## config.mk

```make
export PLATFORM = sky130hd
export DESIGN_NAME = four_level_interrupt_priority
export DESIGN_NICKNAME = d
export VERILOG_FILES = /design/src/core/intprio_pkg.sv /design/src/core/four_level_interrupt_priority.sv
export SDC_FILE = /design/constraint.sdc
export NUM_CORES = 1
export LEC_CHECK = 0
export BUFFER_PORTS_ARGS = -buffer_cell sky130_fd_sc_hd__buf_4
export CELL_PAD_IN_SITES_DETAIL_PLACEMENT = 0
export CELL_PAD_IN_SITES_GLOBAL_PLACEMENT = 1
export CORE_ASPECT_RATIO = 0.8
export CORE_MARGIN = 2
export CORE_UTILIZATION = 30
export CTS_BUF_LIST = sky130_fd_sc_hd__clkbuf_16
export DETAILED_ROUTE_END_ITERATION = 10
export PLACE_DENSITY = 0.66
export SKIP_LAST_GASP = 1
export SLEW_MARGIN = 20
export SYNTH_ARGS = -nofsm -noshare
export SYNTH_HDL_FRONTEND = slang
export SYNTH_SLANG_ARGS = --single-unit
```

## constraint.sdc

```tcl
create_clock -name aclk -period 9.8 [get_ports aclk]
set_input_delay 1.96 -clock aclk [delete_from_list [all_inputs] [get_ports aclk]]
set_output_delay 1.96 -clock aclk [all_outputs]
set_load 0.01 [all_outputs]
```

## src/core/intprio_pkg.sv

```systemverilog
// Constants, types and register map of the four-level interrupt priority block
package intprio_pkg;

  // ----------------------------------------------------------------
  // Sources and register map
  // ----------------------------------------------------------------
  localparam int NSRC = 7;
  localparam int ADDR_W = 12;
  // Register indices; byte address is four times the index
  localparam logic [9:0] IDX_ENABLE = 10'h0a8;
  localparam logic [9:0] IDX_PRIO_HIGH = 10'h0b7;
  localparam logic [9:0] IDX_PRIO_LOW = 10'h0b8;
  localparam logic [9:0] IDX_EVENT_STATUS = 10'h0c0;
  localparam logic [9:0] IDX_EVENT_MASK = 10'h0c1;
  localparam logic [9:0] IDX_CORE_STATUS = 10'h0c2;
  localparam logic [7:0] RESET_ENABLE = 8'h00;
  localparam logic [7:0] RESET_PRIO = 8'h00;
  localparam logic [7:0] RESET_EVENT = 8'h00;

  // ----------------------------------------------------------------
  // Field positions
  // ----------------------------------------------------------------
  localparam int GLOBAL_ENABLE_BIT = 7;
  localparam int SRC_EXT0 = 0;
  localparam int SRC_TIMER0 = 1;
  localparam int SRC_EXT1 = 2;
  localparam int SRC_TIMER1 = 3;
  localparam int SRC_SERIAL = 4;
  localparam int SRC_TIMER2 = 5;
  localparam int SRC_COUNTER_ARRAY = 6;
  localparam int EV_VECTORED = 0;
  localparam int EV_NESTED = 1;
  localparam int EV_RETURN = 2;
  localparam int CORE_OFFER_BIT = 4;

  // Vector address per source, indexed by enable bit position
  localparam logic [NSRC-1:0][7:0] VECTOR_TABLE = {
    8'h33, 8'h2b, 8'h23, 8'h1b, 8'h13, 8'h0b, 8'h03};
  // Polling order, slot 0 first: ext0, t0, ext1, t1, array, serial, t2
  localparam logic [NSRC-1:0][2:0] POLL_ORDER = {
    3'h5, 3'h4, 3'h6, 3'h3, 3'h2, 3'h1, 3'h0};
  // Sources whose request flag hardware always clears on vectoring
  localparam logic [NSRC-1:0] HW_CLEAR_ALWAYS = 7'h0a;

  // ----------------------------------------------------------------
  // Bus answers and carriers
  // ----------------------------------------------------------------
  localparam logic [1:0] RESP_OKAY = 2'h0;
  localparam logic [1:0] RESP_SLVERR = 2'h2;

  typedef struct packed {
    logic valid;
    logic [7:0] vector;
    logic [1:0] level;
  } core_req_t;

  typedef enum logic [0:0] {
    ARB_IDLE = 1'b0,
    ARB_OFFER = 1'b1
  } arb_state_t;

endpackage

```

## src/core/four_level_interrupt_priority.sv

```systemverilog
// Four-level interrupt priority controller with AXI4-Lite register access
//
// Register access over AXI4-Lite was decided locally.
`timescale 1ns/1ps
module four_level_interrupt_priority
  import intprio_pkg::*;
(
  input wire logic aclk,
  input wire logic aresetn,
  // AXI4-Lite slave
  input wire logic [ADDR_W-1:0] s_axi_awaddr,
  input wire logic s_axi_awvalid,
  output logic s_axi_awready,
  input wire logic [31:0] s_axi_wdata,
  input wire logic [3:0] s_axi_wstrb,
  input wire logic s_axi_wvalid,
  output logic s_axi_wready,
  output logic [1:0] s_axi_bresp,
  output logic s_axi_bvalid,
  input wire logic s_axi_bready,
  input wire logic [ADDR_W-1:0] s_axi_araddr,
  input wire logic s_axi_arvalid,
  output logic s_axi_arready,
  output logic [31:0] s_axi_rdata,
  output logic [1:0] s_axi_rresp,
  output logic s_axi_rvalid,
  input wire logic s_axi_rready,
  // Request flags from the sources
  input wire logic [NSRC-1:0] request_flags,
  input wire logic ext0_transition_mode,
  input wire logic ext1_transition_mode,
  output logic [NSRC-1:0] flag_clear,
  // Processor core side
  output core_req_t core_req,
  input wire logic core_ack,
  input wire logic core_return,
  output logic irq
);

  // ----------------------------------------------------------------
  // Helpers
  // ----------------------------------------------------------------
  // Level of one source from its two priority bits
  function automatic logic [1:0] level_of(input logic [7:0] hi, input logic [7:0] lo, input logic [2:0] s);
    level_of = {hi[s], lo[s]};
  endfunction

  // Register index from a byte address
  function automatic logic [9:0] index_of(input logic [ADDR_W-1:0] a);
    index_of = a[ADDR_W-1:2];
  endfunction

  // Highest level set in the in-service record, with a valid flag
  function automatic logic [2:0] top_level(input logic [3:0] m);
    top_level = 3'h0;
    for (int i = 0; i < 4; i++) begin
      if (m[i]) begin
        top_level = {1'b1, 2'(i)};
      end
    end
  endfunction

  // ----------------------------------------------------------------
  // State
  // ----------------------------------------------------------------
  logic [7:0] enable_r, enable_nxt;
  logic [7:0] prio_high_r, prio_high_nxt;
  logic [7:0] prio_low_r, prio_low_nxt;
  logic [7:0] event_status_r, event_status_nxt;
  logic [7:0] event_mask_r, event_mask_nxt;
  logic aw_held_r, aw_held_nxt;
  logic [ADDR_W-1:0] aw_addr_r, aw_addr_nxt;
  logic w_held_r, w_held_nxt;
  logic [7:0] w_data_r, w_data_nxt;
  logic w_lane_r, w_lane_nxt;
  logic bvalid_r, bvalid_nxt;
  logic [1:0] bresp_r, bresp_nxt;
  logic rvalid_r, rvalid_nxt;
  logic [31:0] rdata_r, rdata_nxt;
  logic [1:0] rresp_r, rresp_nxt;
  arb_state_t arb_r, arb_nxt;
  logic [3:0] in_service_r, in_service_nxt;
  logic [7:0] vector_r, vector_nxt;
  logic [1:0] offer_level_r, offer_level_nxt;
  logic [2:0] offer_src_r, offer_src_nxt;
  logic [NSRC-1:0] flag_clear_r, flag_clear_nxt;

  logic do_write, do_read, status_read;
  logic [NSRC-1:0] active;
  logic found;
  logic [2:0] best_src;
  logic [1:0] best_lvl;
  logic [2:0] cur_top;
  logic can_take;
  logic [7:0] ev_set;

  // ----------------------------------------------------------------
  // Arbitration
  // ----------------------------------------------------------------
  // Pending flags stay live until enabled and chosen
  assign active = request_flags & enable_r[NSRC-1:0]
                & {NSRC{enable_r[GLOBAL_ENABLE_BIT]}};

  // Scan in polling order; only a strictly higher level displaces
  always_comb begin
    found = 1'b0;
    best_src = 3'h0;
    best_lvl = 2'h0;
    for (int p = 0; p < NSRC; p++) begin
      if (active[POLL_ORDER[p]] &&
          (!found || level_of(prio_high_r, prio_low_r, POLL_ORDER[p]) > best_lvl)) begin
        found = 1'b1;
        best_src = POLL_ORDER[p];
        best_lvl = level_of(prio_high_r, prio_low_r, POLL_ORDER[p]);
      end
    end
  end

  // Serve only above the highest level in service
  assign cur_top = top_level(in_service_r);
  assign can_take = found && (!cur_top[2] || best_lvl > cur_top[1:0]);

  // Offer, vectoring and return bookkeeping
  always_comb begin
    arb_nxt = arb_r;
    in_service_nxt = in_service_r;
    vector_nxt = vector_r;
    offer_level_nxt = offer_level_r;
    offer_src_nxt = offer_src_r;
    flag_clear_nxt = '0;
    ev_set = 8'h00;
    // Return drops the highest level, exposing the preempted one
    if (core_return && cur_top[2]) begin
      in_service_nxt[cur_top[1:0]] = 1'b0;
      ev_set[EV_RETURN] = 1'b1;
    end
    case (arb_r)
      ARB_IDLE: begin
        if (can_take && !core_return) begin
          arb_nxt = ARB_OFFER;
          vector_nxt = VECTOR_TABLE[best_src];
          offer_level_nxt = best_lvl;
          offer_src_nxt = best_src;
        end
      end
      ARB_OFFER: begin
        if (core_ack) begin
          arb_nxt = ARB_IDLE;
          in_service_nxt[offer_level_r] = 1'b1;
          ev_set[EV_VECTORED] = 1'b1;
          ev_set[EV_NESTED] = cur_top[2];
          flag_clear_nxt[offer_src_r] = HW_CLEAR_ALWAYS[offer_src_r]
            | (offer_src_r == 3'(SRC_EXT0) && ext0_transition_mode)
            | (offer_src_r == 3'(SRC_EXT1) && ext1_transition_mode);
        end else if (!active[offer_src_r] || core_return || !can_take
                     || best_src != offer_src_r) begin
          // Withdraw a stale offer and arbitrate afresh
          arb_nxt = ARB_IDLE;
        end
      end
      default: begin
        arb_nxt = ARB_IDLE;
      end
    endcase
  end

  // Arbiter registers
  always_ff @(posedge aclk) begin
    if (!aresetn) begin
      arb_r <= ARB_IDLE;
      in_service_r <= 4'h0;
      vector_r <= 8'h00;
      offer_level_r <= 2'h0;
      offer_src_r <= 3'h0;
      flag_clear_r <= '0;
    end else begin
      arb_r <= arb_nxt;
      in_service_r <= in_service_nxt;
      vector_r <= vector_nxt;
      offer_level_r <= offer_level_nxt;
      offer_src_r <= offer_src_nxt;
      flag_clear_r <= flag_clear_nxt;
    end
  end

  assign core_req.valid = (arb_r == ARB_OFFER);
  assign core_req.vector = vector_r;
  assign core_req.level = offer_level_r;
  assign flag_clear = flag_clear_r;
  assign irq = |(event_status_r & event_mask_r);

  // ----------------------------------------------------------------
  // AXI4-Lite channels
  // ----------------------------------------------------------------
  assign s_axi_awready = !aw_held_r;
  assign s_axi_wready = !w_held_r;
  assign s_axi_arready = !rvalid_r;
  assign s_axi_bvalid = bvalid_r;
  assign s_axi_bresp = bresp_r;
  assign s_axi_rvalid = rvalid_r;
  assign s_axi_rdata = rdata_r;
  assign s_axi_rresp = rresp_r;
  assign do_write = aw_held_r && w_held_r && !bvalid_r;
  assign do_read = s_axi_arvalid && !rvalid_r;
  assign status_read = do_read && index_of(s_axi_araddr) == IDX_EVENT_STATUS;

  // Address and data are held apart, then written together
  always_comb begin
    aw_held_nxt = aw_held_r;
    aw_addr_nxt = aw_addr_r;
    w_held_nxt = w_held_r;
    w_data_nxt = w_data_r;
    w_lane_nxt = w_lane_r;
    bvalid_nxt = bvalid_r;
    bresp_nxt = bresp_r;
    rvalid_nxt = rvalid_r;
    rdata_nxt = rdata_r;
    rresp_nxt = rresp_r;
    if (s_axi_awvalid && !aw_held_r) begin
      aw_held_nxt = 1'b1;
      aw_addr_nxt = s_axi_awaddr;
    end
    if (s_axi_wvalid && !w_held_r) begin
      w_held_nxt = 1'b1;
      w_data_nxt = s_axi_wdata[7:0];
      w_lane_nxt = s_axi_wstrb[0];
    end
    if (do_write) begin
      aw_held_nxt = 1'b0;
      w_held_nxt = 1'b0;
      bvalid_nxt = 1'b1;
      case (index_of(aw_addr_r))
        IDX_ENABLE, IDX_PRIO_HIGH, IDX_PRIO_LOW, IDX_EVENT_STATUS, IDX_EVENT_MASK,
        IDX_CORE_STATUS: bresp_nxt = RESP_OKAY;
        default: bresp_nxt = RESP_SLVERR;
      endcase
    end else if (bvalid_r && s_axi_bready) begin
      bvalid_nxt = 1'b0;
    end
    if (do_read) begin
      rvalid_nxt = 1'b1;
      rresp_nxt = RESP_OKAY;
      case (index_of(s_axi_araddr))
        IDX_ENABLE: rdata_nxt = {24'h0, enable_r};
        IDX_PRIO_HIGH: rdata_nxt = {24'h0, 1'b0, prio_high_r[6:0]};
        IDX_PRIO_LOW: rdata_nxt = {24'h0, 1'b0, prio_low_r[6:0]};
        IDX_EVENT_STATUS: rdata_nxt = {24'h0, event_status_r};
        IDX_EVENT_MASK: rdata_nxt = {24'h0, event_mask_r};
        IDX_CORE_STATUS: rdata_nxt = {27'h0, (arb_r == ARB_OFFER), in_service_r};
        default: begin
          rdata_nxt = 32'h0;
          rresp_nxt = RESP_SLVERR;
        end
      endcase
    end else if (rvalid_r && s_axi_rready) begin
      rvalid_nxt = 1'b0;
    end
  end

  // Bus channel registers
  always_ff @(posedge aclk) begin
    if (!aresetn) begin
      aw_held_r <= 1'b0;
      aw_addr_r <= '0;
      w_held_r <= 1'b0;
      w_data_r <= 8'h00;
      w_lane_r <= 1'b0;
      bvalid_r <= 1'b0;
      bresp_r <= RESP_OKAY;
      rvalid_r <= 1'b0;
      rdata_r <= 32'h0;
      rresp_r <= RESP_OKAY;
    end else begin
      aw_held_r <= aw_held_nxt;
      aw_addr_r <= aw_addr_nxt;
      w_held_r <= w_held_nxt;
      w_data_r <= w_data_nxt;
      w_lane_r <= w_lane_nxt;
      bvalid_r <= bvalid_nxt;
      bresp_r <= bresp_nxt;
      rvalid_r <= rvalid_nxt;
      rdata_r <= rdata_nxt;
      rresp_r <= rresp_nxt;
    end
  end

  // ----------------------------------------------------------------
  // Registers
  // ----------------------------------------------------------------
  // Software writes on lane 0; status clears on read, new events win
  always_comb begin
    enable_nxt = enable_r;
    prio_high_nxt = prio_high_r;
    prio_low_nxt = prio_low_r;
    event_mask_nxt = event_mask_r;
    event_status_nxt = event_status_r;
    if (status_read) begin
      event_status_nxt = 8'h00;
    end
    if (do_write && w_lane_r) begin
      case (index_of(aw_addr_r))
        IDX_ENABLE: enable_nxt = w_data_r;
        IDX_PRIO_HIGH: prio_high_nxt = {1'b0, w_data_r[6:0]};
        IDX_PRIO_LOW: prio_low_nxt = {1'b0, w_data_r[6:0]};
        IDX_EVENT_MASK: event_mask_nxt = w_data_r;
        default: begin
        end
      endcase
    end
    event_status_nxt = event_status_nxt | ev_set;
  end

  // Software register storage
  always_ff @(posedge aclk) begin
    if (!aresetn) begin
      enable_r <= RESET_ENABLE;
      prio_high_r <= RESET_PRIO;
      prio_low_r <= RESET_PRIO;
      event_status_r <= RESET_EVENT;
      event_mask_r <= RESET_EVENT;
    end else begin
      enable_r <= enable_nxt;
      prio_high_r <= prio_high_nxt;
      prio_low_r <= prio_low_nxt;
      event_status_r <= event_status_nxt;
      event_mask_r <= event_mask_nxt;
    end
  end

endmodule

```

==> impl_metrics.py, run 1 <==
metrics = {
    "setup_path": {
        "cp-startpoint": "request_flags[0]",
        "cp-start-kind": "input port",
        "critical_path_arrival_ps": 10110,
        "reg2reg_from": "enable_r[0]",
        "critPathCaptureType": "flop",
        "critPathSlowestCell": "or3b_4",
        "rr_worst_depth": 54,
        "crit_type": "in2reg",
        "required_ps": 10030,
        "max_stage_delay_ps": 360,
        "rrSetupSlack_ps": 1070,
        "crit_fanout": 8,
        "cp_common_cell": "buf_4",
    },
    "clock_network": {
        "path_clk_slew_ps": 60,
        "clock-sinks": 86,
        "hold_buffers": 0,
        "cts_root_buffer": "clkbuf_16",
        "h-tree-depth": 3,
        "cts_tree": "built",
        "numCtsBuffers": 9,
        "cts_max_path_buffers": 2,
        "insertion_delay_ps": 340,
    },
    "route": {
        "wl_per_cell_um": 14.7,
        "drc_errors": 0,
        "drtPass1Iterations": 5,
        "antenna_left": 0,
        "vias": 4269,
        "routed_wl_mm": 13.3,
        "drtIter0Drc": 225,
        "vias_per_cell": 4.74,
    },
    "pwr": {
        "vdd_drop_max_uv": 79.3,
        "clock_power_share_pct": 42.7,
        "p_leak_nw": 2.65,
        "p_comb_share_pct": 7.7,
        "internal_power_mw": 0.556,
        "power_frac_seq_pct": 49.7,
        "power_switching_mw": 0.179,
        "p_per_area_nw_per_um2": 114,
        "netSwitchingFraction_pct": 24.4,
        "power.total_mw": 0.734,
    },
    "synth": {
        "synth_seq_cells": 86,
        "synthCells": 545,
        "yosys_most_used_dff": "dfxtp_1",
        "syn_area_um2": 4720,
        "synth-edff-count": 0,
        "synth-seq-area-share_pct": 36.5,
        "synth.most_common_cell": "nand2_1",
        "synth_top_cell_by_area": "dfxtp_1",
        "synth_common_cells": "nand2_1 (87), dfxtp_1 (86), nor2b_1 (46)",
        "syn_area_per_cell_um2": 8.66,
        "synth.top_cell.area_share_pct": 36.5,
        "yosys_warnings": 0,
        "ys_top_cells_by_area": "dfxtp_1 (36%), mux2i_1 (7.0%), nand2_1 (6.9%)",
        "yosys.cell_types.count": 64,
        "synthArstFlopShare_pct": 0,
    },
    "floorplanning": {
        "dieArea_um2": 16800,
        "rows": 40,
        "core_area_um2": 15200,
        "die_w_um": 144,
        "start_util_pct": 31.0,
        "die_y_um": 116,
        "ios": 138,
    },
    "sta": {
        "min_period_over_period_pct": 101,
        "grt_setup_unrepaired": "true",
        "relSlewSlack_pct": 28.4,
        "fin_worst_skew_ps": 9.85,
        "timing.hold.ws_ps": 464,
        "setup_ws_ps": -85.5,
        "post-route-min-period_ps": 9890,
        "slew_viol_final": 0,
        "hold_viol": 0,
        "setup_tns_ps": -445,
        "worst_pin_slew_ps": 1070,
        "fmax_mhz": 101,
        "setup_viol": 7,
    },
    "layout": {
        "layout-drive-gt1-share_pct": 33.1,
        "num_antenna_cells": 0,
        "fin_cells": 901,
        "area_growth_pct": 36.6,
        "fin_nets": 778,
    },
    "placement": {
        "placedCellCount": 842,
        "gp_congestion": 0.809,
        "port_buffers": 77,
        "hpwl_mm": 9.41,
    },
    "outcome": {
        "status": "finished, violations left",
        "failed_checks": "negative setup slack",
    },
    "global_route": {
        "grt_pass1_vias": 4212,
        "grt_pass1_wl_mm": 21.0,
        "grt-ovfl-total": 0,
        "grt_start_max_net_pins": 78,
        "grt.total_usage_pct": 16.1,
        "antenna_found_initial": 0,
    },
    "run": {
        "cap_violations": 0,
    },
    "hold_path": {
        "hold_class": "reg2reg",
    },
}
==> area by class of cell <==
cell class,instances,area [um2]
clock buffers,9,225
repair buffers,152,1160
flip-flops and latches,86,1720
inverters,16,60.1
fillers,1507,8770
multi-input cells,421,2970
clock inverters,7,47.5
well taps,210,263
==> worst max-delay path, delay by kind of cell <==
kind | cells | cell delay (ps)
compound gates | 14 | 2120
fa+ha+maj | 5 | 1280
buf+inv | 20 | 2410
simple gates | 16 | 2320
==> power groups by stage <==
stage	combinational, mW	clock [mW]	sequential (mW)
2_1_floorplan	0.0367	0	0.371
3_3_place_gp	0.0559	0	0.372
3_5_place_dp	0.0563	0	0.373
4_1_cts	0.0566	0.324	0.365
5_1_grt	0.0631	0.338	0.366
6_report	0.0564	0.313	0.365
==> logic make-up (layout without fill, tap and decap cells) <==
group | Yosys count | in the layout | share of synthesized area [%]
simple gates | 222 | 222 | 24.3
xor+xnor | 1 | 1 | 0.186
flops | 86 | 86 | 36.5
mux | 43 | 43 | 9.55
compound gates | 112 | 112 | 17.6
buf+inv | 66 | 184 | 8.14
fa+ha+maj | 14 | 14 | 3.71
other cells | 1 | 29 | 0.0795
==> cells in the final DEF, fill, tap and decap left out, types with 7 or more instances in the layout <==
cell type and n:
o21ai_0 15, o21ai_2 7, buf_4 148, nor3_1 7
conb_1 29, mux2_2 8, nand2_1 80, a21oi_1 7
and2_1 8, dfxtp_1 86, mux2i_1 32, inv_1 16
nand3_1 16, a21boi_0 25, nor2b_1 40, nor2_1 23
clkbuf_16 9, ha_1 9
==> metrics by stage <==
stage	util (%)	area, um2	setup slack [ps]
2_1_floorplan	-	4920	-40.6
3_3_place_gp	37.3	5680	-484
3_5_place_dp	37.3	5680	-561
4_1_cts	41.4	6300	19.1
5_1_grt	42.4	6450	-467
6_report	42.4	6450	-85.5
==> state kept, by name, summed over array words and instances, names as in the netlist, 3 cells and up, named ones only <==
name	flops
enable_r	8
s_axi_rdata	8
event_mask_r	8
event_status_r	3
prio_low_r	7
flag_clear	7
prio_high_r	7
offer_src_r	3
in_service_r	4
aw_addr_r	10
w_data_r	8
==> how the worst min path moves through the flow <==
| stage | end | cells past startpoint | slack [ps] | from |
|---|---|---|---|---|
| 6_report | aw_addr_r[9] | 2 | 460 | aw_addr_r[9] |
| 5_1_grt | aw_addr_r[10] | 2 | 500 | aw_addr_r[10] |
| 4_1_cts | aw_addr_r[9] | 2 | 470 | aw_addr_r[9] |
| 3_5_place_dp | aw_addr_r[9] | 2 | 460 | aw_addr_r[9] |
| 3_3_place_gp | aw_addr_r[9] | 2 | 450 | aw_addr_r[9] |
| 2_1_floorplan | aw_addr_r[9] | 2 | 440 | aw_addr_r[9] |
==> metal layers <==
layer  track usage, %  up-vias  part of all wire [%]  wire [um]
li1                 -     2150                     -          -
met1             22.4     1974                    49       6480
met2             25.0      123                    44       5830
met3             2.83       22                   5.1        672
met4             5.89        0                   2.2        287
met5                0        -                     0          0
==> what timing repair did <==
item / CTS / global route
cloned: 0 / 0
resized for setup: 10 / 26
setup endpoints to repair: 9 / 9
buffers inserted: 40 / 5
pin swaps: 31 / 24
Power figures use the tool's default switching activity.
==> run 2: changes to the inputs <==
- CORE_UTILIZATION: 30 -> 35
- GPL_ROUTABILITY_DRIVEN: not set -> 0
- PLACE_DENSITY: 0.66 -> 0.75
==> run 2 against run 1 <==
Against the previous run:
- the run still ends with negative setup slack left
- combinational power fell by 1%
- non-clock buffer count is 14 lower
- total power grew 6.5%
- setup slack gained 32 ps
- wire length is 3.8% lower
- sequential cell count stayed put
- largest cell class unchanged
- largest power group unchanged
==> impl_metrics.py, run 2 (synthesis results as in run 1) <==
metrics = {
    "outcome": {
        "status": "finished, violations left",
        "failed_checks": "negative setup slack",
    },
    "layout": {
        "largest_reg_flops": 10,
        "num_antenna_cells": 0,
        "layout_common_cells": "buf_4 (135), dfxtp_1 (86), nand2_1 (78)",
        "fin_area_um2": 6390,
        "area_growth_pct": 35.5,
        "multiInputGateArea_um2": 3030,
        "layout-drive-gt1-share_pct": 31.9,
        "regArea_um2": 1720,
        "fin_nets": 765,
        "fillers": 1243,
        "final_common_cell": "buf_4",
        "top_register": "aw_addr_r",
    },
    "setup_path": {
        "cp_common_cell": "ha_1",
        "required_ps": 10040,
        "cp-start-kind": "input port",
        "max_stage_delay_ps": 360,
        "crit_fanout": 5,
        "critPathSlowestCell": "or3b_4",
        "crit_type": "in2reg",
        "critical-path-top-delay-family": "compound AO/OA/AOI/OAI gates",
        "critPathCaptureType": "flop",
        "critical_path_arrival_ps": 10090,
        "path_buf_inv": 2,
    },
    "pwr": {
        "netSwitchingFraction_pct": 22.6,
        "internal_power_mw": 0.605,
        "p_leak_nw": 2.61,
        "power_switching_mw": 0.177,
        "power_frac_seq_pct": 46.7,
        "vdd_drop_max_uv": 78.8,
        "p_comb_share_pct": 7.1,
        "clock_power_share_pct": 46.2,
        "p_per_area_nw_per_um2": 122,
        "power.total_mw": 0.782,
    },
    "sta": {
        "setup_viol": 6,
        "fin_worst_skew_ps": 5.34,
        "slew_viol_final": 0,
        "timing.hold.ws_ps": 465,
        "hold_viol": 0,
        "post-route-min-period_ps": 9850,
        "fmax_mhz": 101,
        "grt_setup_unrepaired": "true",
        "setup_ws_ps": -53.4,
        "min_period_over_period_pct": 101,
        "worst_pin_slew_ps": 889,
        "relSlewSlack_pct": 40.3,
    },
    "clock_network": {
        "hold_buffers": 0,
        "path_clk_slew_ps": 60,
        "numCtsBuffers": 9,
        "h-tree-depth": 3,
        "insertion_delay_ps": 350,
        "cts_root_buffer": "clkbuf_16",
        "cts_max_path_buffers": 2,
        "clock-sinks": 86,
        "cts_tree": "built",
    },
    "route": {
        "drtPass1Iterations": 5,
        "vias_per_cell": 5.00,
        "drc_errors": 0,
        "vias": 4262,
        "antenna_left": 0,
        "drtIter0Drc": 274,
        "routed_wl_mm": 12.8,
        "wl_per_cell_um": 15.0,
    },
    "floorplanning": {
        "die_w_um": 134,
        "dieArea_um2": 14400,
        "die_y_um": 108,
        "core_area_um2": 13000,
        "ios": 138,
        "rows": 37,
        "start_util_pct": 36.3,
    },
    "global_route": {
        "antenna_found_initial": 0,
        "grt-ovfl-total": 0,
        "grt_pass1_wl_mm": 20.5,
        "grt_pass1_vias": 4093,
        "grt.total_usage_pct": 18.0,
        "grt_start_max_net_pins": 78,
    },
    "hold_path": {
        "hold_class": "reg2reg",
    },
    "placement": {
        "place_area_um2": 5620,
        "hpwl_mm": 9.22,
        "port_buffers": 77,
    },
    "run": {
        "cap_violations": 0,
    },
}
run 2: cell types whose count changed in the layout (fill, tap and decap cells not counted), moves of 2 or more:
cell       delta
a21oi_1       +3
a21oi_2       -4
buf_4        -13
bufinv_16     +2
clkinv_4      -2
nand2_1       -2
nand2_2       +2
o21ai_2       -4
o21ai_4       +2
run 2: path summary, 6_finish.rpt:
| kind | startpoint | endpoint | slack (ps) | cells after the start |
|---|---|---|---|---|
| setup / recovery | request_flags[0] | flop | -50 | 48 |
| hold reg to reg | aw_addr_r[9] | aw_addr_r[9] | 460 | 2 |
| hold / removal | aw_addr_r[9] | aw_addr_r[9] | 460 | 2 |
| setup reg to reg | enable_r[7] | flop | 640 | 47 |
run 2: final cells by class:
class	count	share of cell area (%)
Multi-Input combinational cell	422	47.3
Sequential cell	86	26.9
Timing Repair Buffer	138	16.4
Clock buffer	9	3.52
Tap cell	175	3.43
Clock inverter	7	1.39
Inverter	16	0.940
run 2: power groups by stage:
stage / clock [mW] / combinational, mW / sequential (mW)
after floorplan: 0 / 0.0367 / 0.371
after global placement: 0 / 0.0552 / 0.372
after detailed placement: 0 / 0.0555 / 0.373
after CTS: 0.369 / 0.0559 / 0.365
after global routing: 0.386 / 0.0623 / 0.366
final: 0.362 / 0.0558 / 0.365
run 2: worst reg2reg max path: cells and delay by family (launching register included):
| family | cells | cell delay [ps] |
|---|---|---|
| compound gates | 18 | 2900 |
| fa+ha+maj | 7 | 1960 |
| flops | 1 | 730 |
| buf+inv | 2 | 330 |
| mux | 1 | 310 |
| simple gates | 19 | 2820 |
run 2: stage by stage:
stage / util (%) / TNS, ps / cells / setup slack (ps)
finish: 49.1 / -195 / 853 / -53.4
global route: 49.1 / -4170 / 853 / -503
CTS: 48.1 / 0 / 849 / 2.41
detailed placement: 43.2 / -5690 / 805 / -701
global placement: 43.2 / -3920 / 805 / -484
floorplan: - / -93.9 / 573 / -40.6
run 2: timing repair:
item	CTS	global route
pin swaps	30	18
gates resized for setup	16	23
cloned	1	0
setup endpoints to repair	9	9
setup buffers	27	4
run 2: layer usage:
layer | vias to the layer above | track usage [%] | part of all wire, %
met5 | - | 0 | 0
met2 | 129 | 27.9 | 44
li1 | 2114 | - | -
met3 | 19 | 5.18 | 6.2
met4 | 0 | 4.86 | 1.9
met1 | 2000 | 24.5 | 48
